[src/design/tpsc_pkg.sv]
// Shared constants, layouts and state types of the transmit power and synth calibration registers
package tpsc_pkg;

  // ==========================================================================
  // Timing
  localparam int CLK_PERIOD_NS = 5;
  localparam int RAMP_STEP_NS  = 40;
  localparam int RAMP_STEP_CYC = (RAMP_STEP_NS + CLK_PERIOD_NS - 1) / CLK_PERIOD_NS;
  localparam int CAL_STAGE_NS  = 2000;
  localparam int CAL_STAGE_CYC = (CAL_STAGE_NS + CLK_PERIOD_NS - 1) / CLK_PERIOD_NS;

  // ==========================================================================
  // Register offsets on the configuration port
  localparam logic [5:0] ADDR_TX_CFG = 6'h22;
  localparam logic [5:0] ADDR_PUMP   = 6'h23;
  localparam logic [5:0] ADDR_VCO    = 6'h24;

  // ==========================================================================
  // Field positions
  localparam int PA_IDX_LSB   = 0;
  localparam int LO_BIAS_LSB  = 4;
  localparam int PUMP_CUR_LSB = 0;
  localparam int PUMP_EN_LSB  = 4;
  localparam int PUMP_CFG_LSB = 6;
  localparam int VCO_CUR_LSB  = 0;
  localparam int VCO_CORE_BIT = 5;

  // ==========================================================================
  // Reset values
  localparam logic [2:0] PA_IDX_RST   = 3'h0;
  localparam logic [1:0] LO_BIAS_RST  = 2'h1;
  localparam logic [1:0] PUMP_CFG_RST = 2'h2;
  localparam logic [1:0] PUMP_EN_RST  = 2'h2;
  localparam logic [3:0] PUMP_CUR_RST = 4'h9;
  localparam logic [4:0] VCO_CUR_RST  = 5'h0A;
  localparam logic       VCO_CORE_RST = 1'b0;

  // ==========================================================================
  // Register contents
  typedef struct packed {
    logic [1:0] lo_bias;
    logic [2:0] pa_level_index;
  } tpsc_tx_cfg_s;

  typedef struct packed {
    logic [1:0] cal_cfg;
    logic [1:0] stage_en;
    logic [3:0] current;
  } tpsc_pump_s;

  typedef struct packed {
    logic       core_high;
    logic [4:0] current;
  } tpsc_vco_s;

  // Calibration sequence, Gray coded along idle, pump, vco, done
  typedef enum logic [1:0] {
    CAL_IDLE = 2'h0,
    CAL_PUMP = 2'h1,
    CAL_VCO  = 2'h3,
    CAL_DONE = 2'h2
  } tpsc_cal_e;

endpackage

[src/design/tpsc_pa_ramp.sv]
// Power table address stepper for burst ramping and on-off keying shaping
`timescale 1ns/1ps
module tpsc_pa_ramp
(
  // Clock and reset
  input  wire logic       clk_i,
  input  wire logic       rst_n_i,
  // Control
  input  wire logic       step_i,
  input  wire logic       burst_i,
  input  wire logic       ook_i,
  input  wire logic       symbol_i,
  input  wire logic [2:0] level_i,
  // Table address
  output logic [2:0]      addr_o
);

  logic [2:0] target;
  logic [2:0] next_addr;

  // Keying target selection
  // One keyed at the index, zero keyed at entry zero; plain formats sit at the index
  assign target = !burst_i ? 3'h0 : (!ook_i ? level_i : (symbol_i ? level_i : 3'h0));

  // One entry per step
  // Walking every entry between zero and the index gives both ramps and shaping
  assign next_addr = (addr_o < target) ? addr_o + 3'h1 :
                     (addr_o > target) ? addr_o - 3'h1 : addr_o;

  // Address register, advanced only on the step enable
  always_ff @(posedge clk_i or negedge rst_n_i)
  begin
    if (!rst_n_i)
      addr_o <= 3'h0;
    else if (step_i)
      addr_o <= next_addr;
  end

  a_ramp_single_step: assert property (@(posedge clk_i) disable iff (!rst_n_i)
    step_i && addr_o != target |=> addr_o == $past(next_addr) && addr_o != $past(addr_o))
    else $error("ramp did not step one entry");

  a_ook_zero_down: assert property (@(posedge clk_i) disable iff (!rst_n_i)
    step_i && burst_i && ook_i && !symbol_i && addr_o != 3'h0 |=> addr_o == $past(addr_o) - 3'h1)
    else $error("zero symbol did not lower power");

endmodule

[src/design/tpsc_synth_cal.sv]
// Synthesizer calibration sequencer with optional charge pump stage
`timescale 1ns/1ps
module tpsc_synth_cal
#(
  parameter int STAGE_CYC = tpsc_pkg::CAL_STAGE_CYC
)
(
  // Clock and reset
  input  wire logic       clk_i,
  input  wire logic       rst_n_i,
  // Control
  input  wire logic       start_i,
  input  wire logic [1:0] stage_en_i,
  // Measurements
  input  wire logic [3:0] pump_meas_i,
  input  wire logic [4:0] vco_meas_i,
  // Results
  output logic            pump_wr_o,
  output logic [3:0]      pump_val_o,
  output logic            vco_wr_o,
  output logic [4:0]      vco_val_o,
  output logic            busy_o
);

  localparam int CW = $clog2(STAGE_CYC + 1);
  localparam logic [CW-1:0] LAST = CW'(STAGE_CYC - 1);

  tpsc_pkg::tpsc_cal_e state;
  tpsc_pkg::tpsc_cal_e next_state;
  logic [CW-1:0]       cnt;
  logic                stage_end;
  logic                skip_pump;

  // Stage timing and skip decision
  assign stage_end = (cnt == LAST);
  assign skip_pump = (stage_en_i == 2'h0);

  // Sequence transitions
  always_comb
  begin
    next_state = state;
    case (state)
      tpsc_pkg::CAL_IDLE: if (start_i) next_state = skip_pump ? tpsc_pkg::CAL_VCO : tpsc_pkg::CAL_PUMP;
      tpsc_pkg::CAL_PUMP: if (stage_end) next_state = tpsc_pkg::CAL_VCO;
      tpsc_pkg::CAL_VCO:  if (stage_end) next_state = tpsc_pkg::CAL_DONE;
      tpsc_pkg::CAL_DONE: next_state = tpsc_pkg::CAL_IDLE;
      default:            next_state = tpsc_pkg::CAL_IDLE;
    endcase
  end

  // State, stage counter and result strobes
  always_ff @(posedge clk_i or negedge rst_n_i)
  begin
    if (!rst_n_i)
    begin
      state      <= tpsc_pkg::CAL_IDLE;
      cnt        <= '0;
      pump_wr_o  <= 1'b0;
      vco_wr_o   <= 1'b0;
      pump_val_o <= 4'h0;
      vco_val_o  <= 5'h00;
    end
    else
    begin
      state      <= next_state;
      cnt        <= (next_state != state) ? '0 : cnt + CW'(1);
      pump_wr_o  <= (state == tpsc_pkg::CAL_PUMP) && stage_end;
      vco_wr_o   <= (state == tpsc_pkg::CAL_VCO) && stage_end;
      pump_val_o <= pump_meas_i;
      vco_val_o  <= vco_meas_i;
    end
  end

  assign busy_o = (state != tpsc_pkg::CAL_IDLE);

  a_pump_stage_skip: assert property (@(posedge clk_i) disable iff (!rst_n_i)
    state == tpsc_pkg::CAL_IDLE && start_i && skip_pump |=> state == tpsc_pkg::CAL_VCO ##1 !pump_wr_o)
    else $error("pump stage ran while disabled");

  c_cal_skip: cover property (@(posedge clk_i) disable iff (!rst_n_i)
    state == tpsc_pkg::CAL_IDLE && start_i && skip_pump);
  c_cal_full: cover property (@(posedge clk_i) disable iff (!rst_n_i) pump_wr_o);

endmodule

[src/design/tpsc_tx_synth_regs.sv]
// Transmit front end and synthesizer calibration register bank with power stepping
// ===========================================================================
// What this block does
// - Three-bit power index, reset zero, selects entry
// - Keying uses index for one, zero otherwise
// - Step entries zero to index for ramps
// - Buffer bias field bits 5:4, reset one
// - Pump enable zero skips pump calibration stage
// - Pump current result bits 3:0, reset nine
// - Host-restored calibration values are used directly
// - VCO current result, reset ten, host overrides
// - Bit 5 selects high or low core
`timescale 1ns/1ps
module tpsc_tx_synth_regs
#(
  parameter int RAMP_STEP_CYC = tpsc_pkg::RAMP_STEP_CYC,
  parameter int CAL_STAGE_CYC = tpsc_pkg::CAL_STAGE_CYC
)
(
  // Clock and reset
  input  wire logic       sys_clk_i,
  input  wire logic       rst_n_i,
  // Configuration port
  input  wire logic       cfg_we_i,
  input  wire logic       cfg_re_i,
  input  wire logic [5:0] cfg_addr_i,
  input  wire logic [7:0] cfg_wdata_i,
  output logic [7:0]      cfg_rdata_o,
  // Transmit modem
  input  wire logic       burst_i,
  input  wire logic       ook_mode_i,
  input  wire logic       symbol_i,
  output logic [2:0]      pa_table_addr_o,
  output logic [1:0]      pa_lo_bias_o,
  // Synthesizer
  input  wire logic       cal_start_i,
  input  wire logic [3:0] pump_meas_i,
  input  wire logic [4:0] vco_meas_i,
  output logic [3:0]      pump_current_o,
  output logic [1:0]      pump_cal_cfg_o,
  output logic [4:0]      vco_current_o,
  output logic            vco_core_high_o,
  output logic            cal_busy_o
);

  // ==========================================================================
  // Reset release
  logic rst_meta;
  logic rst_n;

  // Two stages so that release never lands close to a clock edge
  always_ff @(posedge sys_clk_i or negedge rst_n_i)
  begin
    if (!rst_n_i)
    begin
      rst_meta <= 1'b0;
      rst_n    <= 1'b0;
    end
    else
    begin
      rst_meta <= 1'b1;
      rst_n    <= rst_meta;
    end
  end

  // ==========================================================================
  // Register storage and decode
  tpsc_pkg::tpsc_tx_cfg_s tx_cfg;
  tpsc_pkg::tpsc_pump_s   pump;
  tpsc_pkg::tpsc_vco_s    vco;
  logic                   wr_tx;
  logic                   wr_pump;
  logic                   wr_vco;
  logic                   cal_pump_wr;
  logic                   cal_vco_wr;
  logic [3:0]             cal_pump_val;
  logic [4:0]             cal_vco_val;
  logic                   cal_busy;
  logic [7:0]             next_rdata;

  // Write strobes per register
  assign wr_tx   = cfg_we_i && (cfg_addr_i == tpsc_pkg::ADDR_TX_CFG);
  assign wr_pump = cfg_we_i && (cfg_addr_i == tpsc_pkg::ADDR_PUMP);
  assign wr_vco  = cfg_we_i && (cfg_addr_i == tpsc_pkg::ADDR_VCO);

  always_ff @(posedge sys_clk_i or negedge rst_n)
  begin
    if (!rst_n)
    begin
      tx_cfg.pa_level_index <= tpsc_pkg::PA_IDX_RST;
      tx_cfg.lo_bias        <= tpsc_pkg::LO_BIAS_RST;
    end
    else if (wr_tx)
    begin
      tx_cfg.pa_level_index <= cfg_wdata_i[tpsc_pkg::PA_IDX_LSB +: 3];
      tx_cfg.lo_bias        <= cfg_wdata_i[tpsc_pkg::LO_BIAS_LSB +: 2];
    end
  end

  // Host restore wins the same cycle
  // A host write is an explicit restore, so it is kept over a late result
  always_ff @(posedge sys_clk_i or negedge rst_n)
  begin
    if (!rst_n)
    begin
      pump.cal_cfg  <= tpsc_pkg::PUMP_CFG_RST;
      pump.stage_en <= tpsc_pkg::PUMP_EN_RST;
      pump.current  <= tpsc_pkg::PUMP_CUR_RST;
    end
    else if (wr_pump)
    begin
      pump.cal_cfg  <= cfg_wdata_i[tpsc_pkg::PUMP_CFG_LSB +: 2];
      pump.stage_en <= cfg_wdata_i[tpsc_pkg::PUMP_EN_LSB +: 2];
      pump.current  <= cfg_wdata_i[tpsc_pkg::PUMP_CUR_LSB +: 4];
    end
    else if (cal_pump_wr)
      pump.current <= cal_pump_val;
  end

  always_ff @(posedge sys_clk_i or negedge rst_n)
  begin
    if (!rst_n)
    begin
      vco.core_high <= tpsc_pkg::VCO_CORE_RST;
      vco.current   <= tpsc_pkg::VCO_CUR_RST;
    end
    else if (wr_vco)
    begin
      vco.core_high <= cfg_wdata_i[tpsc_pkg::VCO_CORE_BIT];
      vco.current   <= cfg_wdata_i[tpsc_pkg::VCO_CUR_LSB +: 5];
    end
    else if (cal_vco_wr)
      vco.current <= cal_vco_val;
  end

  // ==========================================================================
  // Read path
  // Unused bits read zero
  // Unmapped offsets answer zero rather than holding stale data
  assign next_rdata = (cfg_addr_i == tpsc_pkg::ADDR_TX_CFG) ?
                        {2'h0, tx_cfg.lo_bias, 1'b0, tx_cfg.pa_level_index} :
                      (cfg_addr_i == tpsc_pkg::ADDR_PUMP) ? pump :
                      (cfg_addr_i == tpsc_pkg::ADDR_VCO) ? {2'h0, vco} : 8'h00;

  // Read data register, loaded on each read strobe
  always_ff @(posedge sys_clk_i or negedge rst_n)
  begin
    if (!rst_n)
      cfg_rdata_o <= 8'h00;
    else if (cfg_re_i)
      cfg_rdata_o <= next_rdata;
  end

  // ==========================================================================
  // Power stepping
  localparam int SW = $clog2(RAMP_STEP_CYC + 1);
  localparam logic [SW-1:0] STEP_LAST = SW'(RAMP_STEP_CYC - 1);
  logic [SW-1:0] step_cnt;
  logic          step;

  // Step enable divider; the ramp rate is fixed, not programmable
  always_ff @(posedge sys_clk_i or negedge rst_n)
  begin
    if (!rst_n)
    begin
      step_cnt <= '0;
      step     <= 1'b0;
    end
    else
    begin
      step_cnt <= (step_cnt == STEP_LAST) ? '0 : step_cnt + SW'(1);
      step     <= (step_cnt == STEP_LAST);
    end
  end

  tpsc_pa_ramp u_ramp
  (
    .clk_i    (sys_clk_i),
    .rst_n_i  (rst_n),
    .step_i   (step),
    .burst_i  (burst_i),
    .ook_i    (ook_mode_i),
    .symbol_i (symbol_i),
    .level_i  (tx_cfg.pa_level_index),
    .addr_o   (pa_table_addr_o)
  );

  // ==========================================================================
  // Calibration
  // Stage enable steers the sequencer
  // Configuration field feeds the synthesizer as written
  tpsc_synth_cal #(.STAGE_CYC(CAL_STAGE_CYC)) u_cal
  (
    .clk_i       (sys_clk_i),
    .rst_n_i     (rst_n),
    .start_i     (cal_start_i),
    .stage_en_i  (pump.stage_en),
    .pump_meas_i (pump_meas_i),
    .vco_meas_i  (vco_meas_i),
    .pump_wr_o   (cal_pump_wr),
    .pump_val_o  (cal_pump_val),
    .vco_wr_o    (cal_vco_wr),
    .vco_val_o   (cal_vco_val),
    .busy_o      (cal_busy)
  );

  // Busy flag registered so the port comes from a flip-flop
  always_ff @(posedge sys_clk_i or negedge rst_n)
  begin
    if (!rst_n)
      cal_busy_o <= 1'b0;
    else
      cal_busy_o <= cal_busy;
  end

  // Outputs come straight from the stored values
  assign pa_lo_bias_o    = tx_cfg.lo_bias;
  assign pump_current_o  = pump.current;
  assign pump_cal_cfg_o  = pump.cal_cfg;
  assign vco_current_o   = vco.current;
  assign vco_core_high_o = vco.core_high;

  // ==========================================================================
  // Assertions
  // Index write reaches ramp target
  a_index_write: assert property (@(posedge sys_clk_i) disable iff (!rst_n)
    wr_tx |=> tx_cfg.pa_level_index == $past(cfg_wdata_i[2:0]))
    else $error("power index not stored");

  // Burst ramps up to the index
  a_ramp_reaches: assert property (@(posedge sys_clk_i) disable iff (!rst_n)
    burst_i && !ook_mode_i && !wr_tx ##1 (burst_i && !ook_mode_i && !wr_tx) [*7]
    |-> ##[0:80] pa_table_addr_o == tx_cfg.pa_level_index)
    else $error("ramp did not reach the index");

  // Bias write is seen on the port
  a_bias_write: assert property (@(posedge sys_clk_i) disable iff (!rst_n)
    wr_tx |=> pa_lo_bias_o == $past(cfg_wdata_i[5:4]))
    else $error("bias field not driven");

  // Calibrated current lands in the register
  a_pump_result: assert property (@(posedge sys_clk_i) disable iff (!rst_n)
    cal_pump_wr && !wr_pump |=> pump_current_o == $past(cal_pump_val))
    else $error("pump result lost");

  a_restore_wins: assert property (@(posedge sys_clk_i) disable iff (!rst_n)
    wr_pump && cal_pump_wr |=> pump_current_o == $past(cfg_wdata_i[3:0]))
    else $error("restored pump value not used");

  // VCO override used by the synthesizer
  a_vco_override: assert property (@(posedge sys_clk_i) disable iff (!rst_n)
    wr_vco |=> vco_current_o == $past(cfg_wdata_i[4:0]) && vco_core_high_o == $past(cfg_wdata_i[5]))
    else $error("vco override not used");

  a_core_stable: assert property (@(posedge sys_clk_i) disable iff (!rst_n)
    !wr_vco |=> vco_core_high_o == $past(vco_core_high_o))
    else $error("core select changed without write");

  a_unused_zero: assert property (@(posedge sys_clk_i) disable iff (!rst_n)
    cfg_re_i && cfg_addr_i != tpsc_pkg::ADDR_PUMP |=> cfg_rdata_o[7:6] == 2'h0)
    else $error("unused bits read nonzero");

  // Calibrated VCO current lands in the register
  a_vco_result: assert property (@(posedge sys_clk_i) disable iff (!rst_n)
    cal_vco_wr && !wr_vco |=> vco_current_o == $past(cal_vco_val))
    else $error("vco result lost");

  // Configuration field moves only on a write
  a_cal_cfg_hold: assert property (@(posedge sys_clk_i) disable iff (!rst_n)
    !wr_pump |=> pump_cal_cfg_o == $past(pump_cal_cfg_o))
    else $error("calibration configuration changed without write");

  // Gap bit of the transmit register reads zero
  a_tx_gap_zero: assert property (@(posedge sys_clk_i) disable iff (!rst_n)
    cfg_re_i && cfg_addr_i == tpsc_pkg::ADDR_TX_CFG |=> cfg_rdata_o[3] == 1'b0)
    else $error("transmit gap bit read nonzero");

  // Idle power stays at entry zero
  // Catches a stray step that would key the amplifier between bursts
  a_idle_entry_zero: assert property (@(posedge sys_clk_i) disable iff (!rst_n)
    !burst_i && pa_table_addr_o == 3'h0 |=> pa_table_addr_o == 3'h0)
    else $error("table address left zero while idle");

  c_full_ramp: cover property (@(posedge sys_clk_i) disable iff (!rst_n)
    burst_i && pa_table_addr_o == 3'h7);
  c_ook_burst: cover property (@(posedge sys_clk_i) disable iff (!rst_n)
    burst_i && ook_mode_i && !symbol_i && pa_table_addr_o != 3'h0);
  c_restore: cover property (@(posedge sys_clk_i) disable iff (!rst_n) wr_vco && cal_busy);

endmodule

[config.mk]
export PLATFORM = sky130hd
export DESIGN_NAME = tpsc_tx_synth_regs
export DESIGN_NICKNAME = d
export VERILOG_FILES = /design/src/design/tpsc_pkg.sv /design/src/design/tpsc_pa_ramp.sv /design/src/design/tpsc_synth_cal.sv /design/src/design/tpsc_tx_synth_regs.sv
export SDC_FILE = /design/constraint.sdc
export NUM_CORES = 1
export LEC_CHECK = 0
export ABC_AREA = 1
export BUFFER_PORTS_ARGS = -buffer_cell sky130_fd_sc_hd__buf_4
export CORE_MARGIN = 2
export CORE_UTILIZATION = 40
export CTS_CLUSTER_SIZE = 30
export DETAILED_ROUTE_END_ITERATION = 12
export GPL_ROUTABILITY_DRIVEN = 0
export GPL_TIMING_DRIVEN = 0
export PLACE_DENSITY = 0.64
export SLEW_MARGIN = 20
export SYNTH_ARGS = -nofsm -noshare
export SYNTH_HDL_FRONTEND = slang
export SYNTH_HIERARCHICAL = 1
export SYNTH_SLANG_ARGS = --single-unit
[constraint.sdc]
create_clock -name sys_clk_i -period 1.6 [get_ports sys_clk_i]
set_input_delay 0.08 -clock sys_clk_i [delete_from_list [all_inputs] [get_ports sys_clk_i]]
set_output_delay 0.08 -clock sys_clk_i [all_outputs]
set_load 0.02 [all_outputs]
==> results.json, run 1 <==
{
  "seq_area_frac_synth_pct": 52.5,
  "yosys_register_bits": 60,
  "dp_hpwl_um": 4420,
  "max_freq_mhz": 606,
  "final_util_pct": 56.8,
  "cts.sinks": 60,
  "hold_ws_ns": 0.0201,
  "path_cells": "nand2_2 -> ha_4 -> a21oi_4 -> nand2_2 -> fa_2 -> inv_2 -> nand2_1 -> nand2_1 -> nand2_1 -> nand2_1 -> nand2_1",
  "drt-total-wl_um": 6270,
  "r2r_slack_ns": -0.05,
  "final_common_cell": "nand2_1",
  "grt_max_degree": 59,
  "die_x_um": 88.8,
  "async_flop_share_pct": 100,
  "tritoncts": "done",
  "dp_worst_setup_slack_ns": -0.242,
  "yosys.area.top_type_share_pct": 46.1,
  "grt_pass1_vias": 2269,
  "relSlewSlack_pct": 50.9,
  "crit_buf_inv": 1,
  "critPathMaxFanout": 3,
  "worstSetupPathType": "reg2reg",
  "synth_area_um2": 2880,
  "drive_gt1_share_pct": 32.9,
  "core-area_um2": 6870,
  "finalWorstSetupSlack_ns": -0.0489,
  "r2r_cells": 11,
  "cap_violations": 0,
  "yosys_warnings": 6,
  "setup_viol": 1,
  "crit_required_ns": 1.83,
  "rsz0062_at_grt": "yes",
  "min_period_ns": 1.65,
  "fin_skew_ns": 0.00950,
  "synth-edff-count": 0,
  "clk_pin_slew_ns": 0.07,
  "start_util_pct": 41.9,
  "critPathLaunch": "tx_cfg[2]$_DFFE_PN0P_",
  "hold_viol_final": 0,
  "root_buffer": "clkbuf_8",
  "powerDensity_nw_per_um2": 1130,
  "worstSetupEndpointType": "flop",
  "r2r-end": "u_ramp/addr_o[2]$_DFFE_PN0P_",
  "drc": 0,
  "layout_common_cells": "nand2_1, buf_4, nand3_1, dfrtp_1, inv_1",
  "first_iter_violations": 120,
  "worstReg2RegStart": "tx_cfg[2]$_DFFE_PN0P_",
  "cts-buffers-inserted": 9,
  "syn_area_per_cell_um2": 9.05,
  "numPortBuffers": 55,
  "clk_latency_ns": 0.33,
  "status": "finished, violations left",
  "slew_viol_final": 0,
  "p_leak_nw": 1.95,
  "h-tree-depth": 3,
  "grt.total_usage_pct": 17.3,
  "area_growth_pct": 35.5,
  "grt_remaining_overflow": 0,
  "cpMostUsedCell": "nand2_1",
  "synthTopCellsByArea": "dfrtp_1, nand2_1, nand3_1",
  "min_path_cells": 3,
  "hold_end": "vco_current_o[1]$_DFFE_PN1P_",
  "period_share_pct": 103,
  "violations": "setup timing",
  "grt_pass1_wl_um": 10300,
  "hp-class": "in2reg",
  "drt-vias-per-instance": 4.66,
  "dr.pass1.iters": 4,
  "syn_inst": 318,
  "critical-path-max-stage-delay_ns": 0.39,
  "synth_flop_cell": "dfrtp_1",
  "synthDistinctLibCells": 32,
  "holdCritStartpoint": "cfg_wdata_i[1]",
  "peakVddDrop_mv": 0.703,
  "num_rows": 30,
  "path_delay_family": "adder cells",
  "cp.arrival_ns": 1.88,
  "num_vias": 2379,
  "slowest_stage": "dfrtp_1",
  "final_nets": 446,
  "antenna_found_initial": 0,
  "die-area_um2": 7890,
  "die_y_um": 88.8,
  "clockBufferDepth": 2,
  "synth_nets": 355,
  "critPathLaunchType": "flop",
  "n_antenna_cell": 0,
  "worstMarginPinSlew_ns": 0.737,
  "io-pin-count": 57,
  "yosysTopAreaCell": "dfrtp_1",
  "wl_per_cell_um": 12.3,
  "ant_nets": 0
}
[kinds of logic (layout without fill, tap and decap cells)]
kind of cell / after synthesis / in the layout / synth area share (%)
xor gates and xnor gates: 5 / 5 / 1.78
and+or+nand+nor: 178 / 178 / 30.2
buffers and inverters: 51 / 147 / 8.43
adders and majority gates: 6 / 6 / 2.87
DFF: 60 / 60 / 52.5
AOI/OAI and AO/OA: 17 / 17 / 4.13
other: 1 / 1 / 0.130
[worst min-delay path, cell delays in order]
cell	delay [ns]
buf_4	0.11
nand2_1	0.05
nand3_1	0.07
[flip-flops by register name (all words and copies together), names as in the netlist]
signal            cells
cal_busy_o            1
cfg_rdata_o           8
pa_lo_bias_o          2
pump                  2
pump_cal_cfg_o        2
pump_current_o        4
rst_meta              1
rst_n                 1
step                  1
step_cnt              4
tx_cfg                3
u_cal/cnt             9
u_cal/pump_val_o      4
u_cal/pump_wr_o       1
u_cal/state           2
u_cal/vco_val_o       5
u_cal/vco_wr_o        1
u_ramp/addr_o         3
vco_core_high_o       1
vco_current_o         5
[final cells by class]
class                           count  area (µm²)
Multi-Input combinational cell    207        1170
Fill cell                         640        2970
Buffer                             13         100
Inverter                           38         143
Timing Repair Buffer               80         643
Tap cell                           96         120
Sequential cell                    60        1520
Clock inverter                      4        47.5
Clock buffer                       12         155
[cells in the mapped netlist (3+ instances only)]
master,n
ha_1,5
nor3_1,9
nand2_2,4
dfstp_2,7
nor3_2,3
nand3_1,53
nand2_1,81
o21ai_0,12
nor2_4,4
xor2_1,3
nand4_1,9
dfrtp_1,53
buf_4,9
nand3_2,3
nor2_1,8
inv_1,36
[what timing repair did]
action,4_1_cts,5_1_grt
hold endpoints to repair,20,0
hold buffers,17,0
gates resized for setup,7,2
setup buffers,5,3
endpoints found under the setup margin,2,2
pin swaps,2,0
[report_power, final]
part / switching, W / leakage (nW) / total (W) / internal [W]
clock: 0.000582 / 0.102 / 0.00138 / 0.000799
sequential: 0.000133 / 0.734 / 0.00180 / 0.00167
combinational: 0.000599 / 1.11 / 0.00122 / 0.000625
[through the flow]
stage / total power, W / setup TNS [ns] / cells / cell area, µm²
2_1_floorplan: 0.00248 / -0.140 / 318 / 2910
3_3_place_gp: 0.00279 / -0.283 / 469 / 3440
5_1_grt: 0.00465 / -0.145 / 510 / 3900
4_1_cts: 0.00438 / -0.0549 / 507 / 3870
3_5_place_dp: 0.00282 / -0.299 / 469 / 3440
6_report: 0.00441 / -0.0489 / 510 / 3900
[worst max path at each step]
stage                                   endpoint  slack (ns)  cells past startpoint
CTS                 u_ramp/addr_o[2]$_DFFE_PN0P_       -0.05                     11
floorplan           u_ramp/addr_o[2]$_DFFE_PN0P_       -0.14                     10
finish              u_ramp/addr_o[2]$_DFFE_PN0P_       -0.05                     11
detailed placement  u_ramp/addr_o[2]$_DFFE_PN0P_       -0.24                     16
global route        u_ramp/addr_o[2]$_DFFE_PN0P_       -0.13                     11
global placement    u_ramp/addr_o[2]$_DFFE_PN0P_       -0.23                     16
[routing by layer]
metal / part of all wire [%] / vias to the layer above / GRT usage, %
li1: - / 1205 / -
met1: 45 / 1119 / 22.0
met2: 50 / 49 / 29.4
met3: 3.9 / 6 / 4.76
met4: 0.61 / 0 / 4.13
met5: 0 / - / 0
Power figures use the tool's default switching activity.
==> run 2, diff against run 1 <==
--- a/config.mk
+++ b/config.mk
@@ -7,13 +7,15 @@
 export LEC_CHECK = 0
 export ABC_AREA = 1
 export BUFFER_PORTS_ARGS = -buffer_cell sky130_fd_sc_hd__buf_4
+export CELL_PAD_IN_SITES_DETAIL_PLACEMENT = 0
+export CELL_PAD_IN_SITES_GLOBAL_PLACEMENT = 1
 export CORE_MARGIN = 2
-export CORE_UTILIZATION = 40
+export CORE_UTILIZATION = 37
 export CTS_CLUSTER_SIZE = 30
 export DETAILED_ROUTE_END_ITERATION = 12
 export GPL_ROUTABILITY_DRIVEN = 0
 export GPL_TIMING_DRIVEN = 0
-export PLACE_DENSITY = 0.64
+export PLACE_DENSITY = 0.76
 export SLEW_MARGIN = 20
 export SYNTH_ARGS = -nofsm -noshare
 export SYNTH_HDL_FRONTEND = slang
==> constraint.sdc (replaced) <==
create_clock -name sys_clk_i -period 1.5 [get_ports sys_clk_i]
set_input_delay 0.075 -clock sys_clk_i [delete_from_list [all_inputs] [get_ports sys_clk_i]]
set_output_delay 0.075 -clock sys_clk_i [all_outputs]
set_load 0.02 [all_outputs]
==> run 2 against run 1 <==
Design area grew 2.8%; core utilization shrank 4.4 points; the flow still finishes with violations (setup timing); highest routed layer unchanged; register-to-register slack lost 0.12 ns; hold slack gained 0.016 ns; first-iteration DRC count shrank 8.3%; critical endpoint unchanged.
==> results.json, run 2 (synthesized netlist as in run 1, its figures left out) <==
{
  "share_comb_of_total_power_pct": 26.4,
  "fin_cells": 517,
  "setup_viol": 2,
  "die_x_um": 92.2,
  "start_util_pct": 37.6,
  "peakVddDrop_mv": 0.527,
  "dp_worst_setup_slack_ns": -0.359,
  "grt_use_met2_pct": 26.7,
  "critPathMaxFanout": 3,
  "rsz0062_at_grt": "yes",
  "max_freq_mhz": 600,
  "period_share_pct": 111,
  "cap_violations": 0,
  "clkPwrFrac_pct": 35.9,
  "fin_skew_ns": 0.0125,
  "crit_required_ns": 1.73,
  "grt_pass1_vias": 2360,
  "finalWorstSetupSlack_ns": -0.168,
  "violations": "setup timing",
  "final_util_pct": 52.4,
  "tritoncts": "done",
  "p_int_w": 0.00364,
  "p_leak_nw": 1.97,
  "cts-buffers-inserted": 9,
  "dp_hpwl_um": 4600,
  "hold_viol_final": 0,
  "sw_frac_of_total_pct": 28.2,
  "drive_gt1_share_pct": 34.0,
  "worstMarginPinSlew_ns": 0.752,
  "multi_input_area_um2": 1220,
  "dr.pass1.iters": 4,
  "die-area_um2": 8500,
  "critPathLaunchType": "flop",
  "nFillCells": 714,
  "h-tree-depth": 3,
  "num_rows": 32,
  "setup_tns_ns": -0.268,
  "worstSetupEndpointType": "flop",
  "hp-class": "in2reg",
  "drt-vias-per-instance": 4.68,
  "grt_pass1_wl_um": 11100,
  "drt-total-wl_um": 6720,
  "area_growth_pct": 39.2,
  "root_buffer": "clkbuf_8",
  "first_iter_violations": 110,
  "num_vias": 2422,
  "numPortBuffers": 55,
  "grt.total_usage_pct": 16.7,
  "p_seq_share_pct": 37.7,
  "die_y_um": 92.2,
  "top_register": "u_cal/cnt",
  "final_nets": 447,
  "power_w": 0.00507,
  "use_met3_pct": 3.70,
  "p_switching_w": 0.00143,
  "clk_latency_ns": 0.34,
  "cp.arrival_ns": 1.90,
  "core-area_um2": 7650,
  "antenna_found_initial": 0,
  "io-pin-count": 57,
  "reg.largest.list": "u_cal/cnt: 9 flops, cfg_rdata_o: 8 flops",
  "final_common_cell": "nand2_1",
  "clockBufferDepth": 2,
  "wl_per_cell_um": 13.0,
  "worstSetupPathType": "reg2reg",
  "dp.cells": 475,
  "largest_register_ffs": 9,
  "top_usage_layer": "met2",
  "min_period_ns": 1.67,
  "grt.met1_usage_pct": 22.1,
  "n_antenna_cell": 0,
  "slew_viol_final": 0,
  "ant_nets": 0,
  "cts.sinks": 60,
  "seq_area_um2": 1520,
  "relSlewSlack_pct": 49.9,
  "status": "finished, violations left",
  "drc": 0,
  "layout_common_cells": "nand2_1, buf_4, nand3_1, dfrtp_1, inv_1",
  "grt_max_degree": 59,
  "clk_pin_slew_ns": 0.07,
  "powerDensity_nw_per_um2": 1270,
  "grt_remaining_overflow": 0
}
[run 2: cell types whose count changed in the layout (fill, tap and decap cells not counted), moves of 2 or more]
| cell | delta |
|---|---|
| bufinv_16 | +2 |
| ha_1 | -2 |
| ha_2 | +2 |
| inv_2 | -2 |
[run 2: area by class of cell]
type	instances	share of cell area, %
buffer	13	2.50
clock buffer	12	3.87
clock inverter	4	2.37
inverter	38	3.62
multi-input combinational	208	30.5
sequential	60	37.9
tap	102	3.18
timing repair buffer	80	16.1
[run 2: critical path, cell delays in order, from the launching register on]
cell and delay, ns:
dfrtp_1 0.36, nand2_2 0.07, ha_4 0.26, a21oi_4 0.13
nand2_2 0.08, fa_2 0.36, inv_2 0.06, nand2_2 0.05
nand2_2 0.05, nand2_1 0.05, nand2_1 0.06, nand2_1 0.04
[run 2: power groups by stage]
stage / logic [W] / registers, W / clock network, W
after floorplan: 0.000639 / 0.00201 / 0
after global placement: 0.00102 / 0.00197 / 0
after detailed placement: 0.00104 / 0.00198 / 0
after CTS: 0.00126 / 0.00192 / 0.00186
after global routing: 0.00147 / 0.00194 / 0.00192
final: 0.00134 / 0.00191 / 0.00182
[run 2: worst paths after layout]
check	startpoint	end	slack (ns)	depth (start not counted)
max	tx_cfg[2]$_DFFE_PN0P_	u_ramp/addr_o[2]$_DFFE_PN0P_	-0.17	11
max reg2reg	tx_cfg[2]$_DFFE_PN0P_	u_ramp/addr_o[2]$_DFFE_PN0P_	-0.17	11
min reg2reg	rst_n$_DFF_PN0_	u_ramp/addr_o[0]$_DFFE_PN0P_	0.38	0
min in group asynchronous	rst_n_i	rst_meta$_DFF_PN0_	0.06	2
min	cfg_re_i	cfg_rdata_o[1]$_DFFE_PN0P_	0.04	3
max in group asynchronous	rst_n$_DFF_PN0_	u_ramp/addr_o[2]$_DFFE_PN0P_	0.59	0
[run 2: repair_timing]
item | 4_1_cts | 5_1_grt
buffers inserted | 7 | 0
hold endpoints to repair | 22 | 0
endpoints found under the setup margin | 2 | 16
resized for setup | 3 | 13
pin swaps | 2 | 1
hold buffers | 18 | 0
cloned | 0 | 1
[run 2: layer usage]
layer	up-vias	wire (µm)
met3	11	283
met5	-	0
li1	1213	-
met1	1133	3110
met2	65	3190
met4	0	128
[run 2: stage by stage]
step	cell area, µm²	hold slack, ns
after detailed placement	3450	-0.142
after global routing	4010	0.0471
final	4010	0.0364
after CTS	3950	0.0277
after floorplan	2910	-0.221
after global placement	3450	-0.142
==> run 3, diff against run 2 <==
--- a/config.mk
+++ b/config.mk
@@ -15,9 +15,9 @@
 export DETAILED_ROUTE_END_ITERATION = 12
 export GPL_ROUTABILITY_DRIVEN = 0
 export GPL_TIMING_DRIVEN = 0
+export HOLD_SLACK_MARGIN = 0.03
 export PLACE_DENSITY = 0.76
 export SLEW_MARGIN = 20
 export SYNTH_ARGS = -nofsm -noshare
 export SYNTH_HDL_FRONTEND = slang
-export SYNTH_HIERARCHICAL = 1
 export SYNTH_SLANG_ARGS = --single-unit
==> run 3 against run 2 <==
The run still ends with setup timing left; design area decreased by 3.3%; combinational power decreased by 4%; routed wire length decreased by 11%; first-iteration DRC count decreased by 34%; sequential power increased by 2%; sequential share of layout area increased by 1.3 points; flip-flop and latch count unchanged; critical path type unchanged; critical endpoint is now u_ramp.addr_o[2]$_DFFE_PN0P_; largest cell class unchanged.
==> results.json, run 3 <==
{
  "die_y_um": 91.0,
  "min_period_ns": 1.72,
  "async_flop_share_pct": 100,
  "syn_area_per_cell_um2": 9.26,
  "synth_nets": 339,
  "wl_per_cell_um": 12.0,
  "antenna_found_initial": 0,
  "first_iter_violations": 73,
  "slew_viol_final": 0,
  "setup_tns_ns": -0.411,
  "drt-vias-per-instance": 4.43,
  "peakVddDrop_mv": 0.568,
  "crit_required_ns": 1.72,
  "grt.met1_usage_pct": 18.8,
  "layout_common_cells": "buf_4, nand2_1, dfrtp_1, nand3_1, inv_1",
  "grt_remaining_overflow": 0,
  "yosys_warnings": 0,
  "numPortBuffers": 54,
  "hold_viol_final": 0,
  "synthDistinctLibCells": 33,
  "ant_nets": 0,
  "clockBufferDepth": 2,
  "status": "finished, violations left",
  "clk_pin_slew_ns": 0.06,
  "clk_latency_ns": 0.33,
  "final_common_cell": "buf_4",
  "synth_area_um2": 2800,
  "dr.pass1.iters": 4,
  "cts.sinks": 60,
  "synthTopCellsByArea": "dfrtp_1, nand2_1, nand3_1",
  "core-area_um2": 7290,
  "setup_viol": 3,
  "start_util_pct": 38.4,
  "relSlewSlack_pct": 50.9,
  "worstSetupPathType": "reg2reg",
  "grt.total_usage_pct": 15.4,
  "n_antenna_cell": 0,
  "yosysMostFrequentCell": "nand2_1",
  "r2r_cells": 10,
  "reg.largest.list": "u_cal.cnt: 9 flops, cfg_rdata_o: 8 flops",
  "worstMarginPinSlew_ns": 0.737,
  "period_share_pct": 114,
  "num_rows": 31,
  "yosys.area.top_type_share_pct": 47.4,
  "synth_flop_cell": "dfrtp_1",
  "grt_use_met2_pct": 26.0,
  "grt_pass1_vias": 2178,
  "io-pin-count": 57,
  "synthTopCellsByCount": "nand2_1, dfrtp_1, nand3_1",
  "drt-total-wl_um": 5980,
  "nFillCells": 689,
  "critPathLaunchType": "flop",
  "p_leak_nw": 1.96,
  "final_nets": 433,
  "synth-edff-count": 0,
  "finalWorstSetupSlack_ns": -0.217,
  "max_freq_mhz": 582,
  "top_register": "u_cal.cnt",
  "violations": "setup timing",
  "fin_skew_ns": 0.0108,
  "h-tree-depth": 3,
  "drive_gt1_share_pct": 33.2,
  "dp_hpwl_um": 4240,
  "yosysTopAreaCell": "dfrtp_1",
  "num_vias": 2216,
  "cap_violations": 0,
  "yosys_register_bits": 60,
  "min_path_cells": 3,
  "worstSetupEndpointType": "flop",
  "rsz0062_at_grt": "yes",
  "area_growth_pct": 38.5,
  "powerDensity_nw_per_um2": 1190,
  "die_x_um": 91.0,
  "grt_pass1_wl_um": 10100,
  "cts-buffers-inserted": 9,
  "tritoncts": "done",
  "top_usage_layer": "met2",
  "largest_register_ffs": 9,
  "use_met3_pct": 5.39,
  "seq_area_frac_synth_pct": 54.0,
  "hp-class": "in2reg",
  "power_w": 0.00462,
  "drc": 0,
  "critPathMaxFanout": 3,
  "die-area_um2": 8270,
  "cp.arrival_ns": 1.94,
  "grt_max_degree": 59,
  "syn_inst": 302,
  "root_buffer": "clkbuf_8"
}
run 3: cell type report:
class / instances / area, µm² / area share (%)
clock buffers: 11 / 141 / 3.65
inverters: 38 / 144 / 3.71
repair buffers: 82 / 664 / 17.2
clock inverters: 5 / 52.6 / 1.36
plain buffers: 12 / 95.1 / 2.45
well taps: 99 / 124 / 3.20
multi-input cells: 193 / 1130 / 29.3
flip-flops and latches: 60 / 1520 / 39.2
run 3: layer usage:
layer	vias up	part of all wire [%]
li1	1156	-
met1	1004	45
met2	49	50
met3	7	4.1
met4	0	0.89
met5	-	0
run 3: worst max-delay path, stage by stage, from the launching register on:
cell,delay (ns)
dfrtp_2,0.43
ha_4,0.27
a21oi_4,0.14
nand2_2,0.08
fa_2,0.35
inv_2,0.05
nand3_1,0.06
nand2_1,0.07
inv_1,0.05
nand3_1,0.06
nand2_1,0.06
run 3: timing repair:
action                                 CTS  global route
endpoints found under the hold margin   28             0
buffers inserted                         5             5
hold buffers                            18             0
setup endpoints to repair               11            13
pin swaps                                4             2
resized for setup                        5             6
cloned                                   0             1
run 3: kinds of logic after synthesis:
| family | Yosys count | synth area share, % |
|---|---|---|
| AND/OR/NAND/NOR | 157 | 27.1 |
| flip-flops | 60 | 54.0 |
| buffers and inverters | 50 | 8.54 |
| AO/OA/AOI/OAI | 22 | 5.41 |
| XOR/XNOR | 6 | 1.88 |
| adder cells (fa/ha/maj) | 6 | 2.95 |
| other | 1 | 0.134 |
run 3: worst paths after layout:
kind	start	end	slack, ns
max	u_ramp.addr_o[2]$_DFFE_PN0P_	u_ramp.addr_o[2]$_DFFE_PN0P_	-0.22
min	cfg_we_i	pa_lo_bias_o[1]$_DFFE_PN0P_	0.05
max reg2reg	u_ramp.addr_o[2]$_DFFE_PN0P_	u_ramp.addr_o[2]$_DFFE_PN0P_	-0.22
min reg2reg	rst_meta$_DFF_PN0_	rst_n$_DFF_PN0_	0.35
max in group asynchronous	rst_n$_DFF_PN0_	u_ramp.addr_o[1]$_DFFE_PN0P_	0.60
min in group asynchronous	rst_n_i	rst_n$_DFF_PN0_	0.06
run 3: where the power goes:
| part | switching [W] | internal (W) | total [W] |
|---|---|---|---|
| clock | 0.000596 | 0.000803 | 0.00140 |
| combinational | 0.000609 | 0.000667 | 0.00128 |
| sequential | 0.000158 | 0.00179 | 0.00195 |
run 3: metrics by stage:
stage | hold WS [ns] | utilization [%] | setup WS, ns | cell area [µm²] | std cells
2_1_floorplan | -0.221 | - | -0.244 | 2830 | 302
3_3_place_gp | -0.142 | 46.1 | -0.339 | 3360 | 455
3_5_place_dp | -0.140 | 46.2 | -0.341 | 3370 | 455
4_1_cts | 0.0324 | 52.2 | -0.193 | 3800 | 494
5_1_grt | 0.0366 | 53.1 | -0.345 | 3870 | 500
6_report | 0.0539 | 53.1 | -0.217 | 3870 | 500
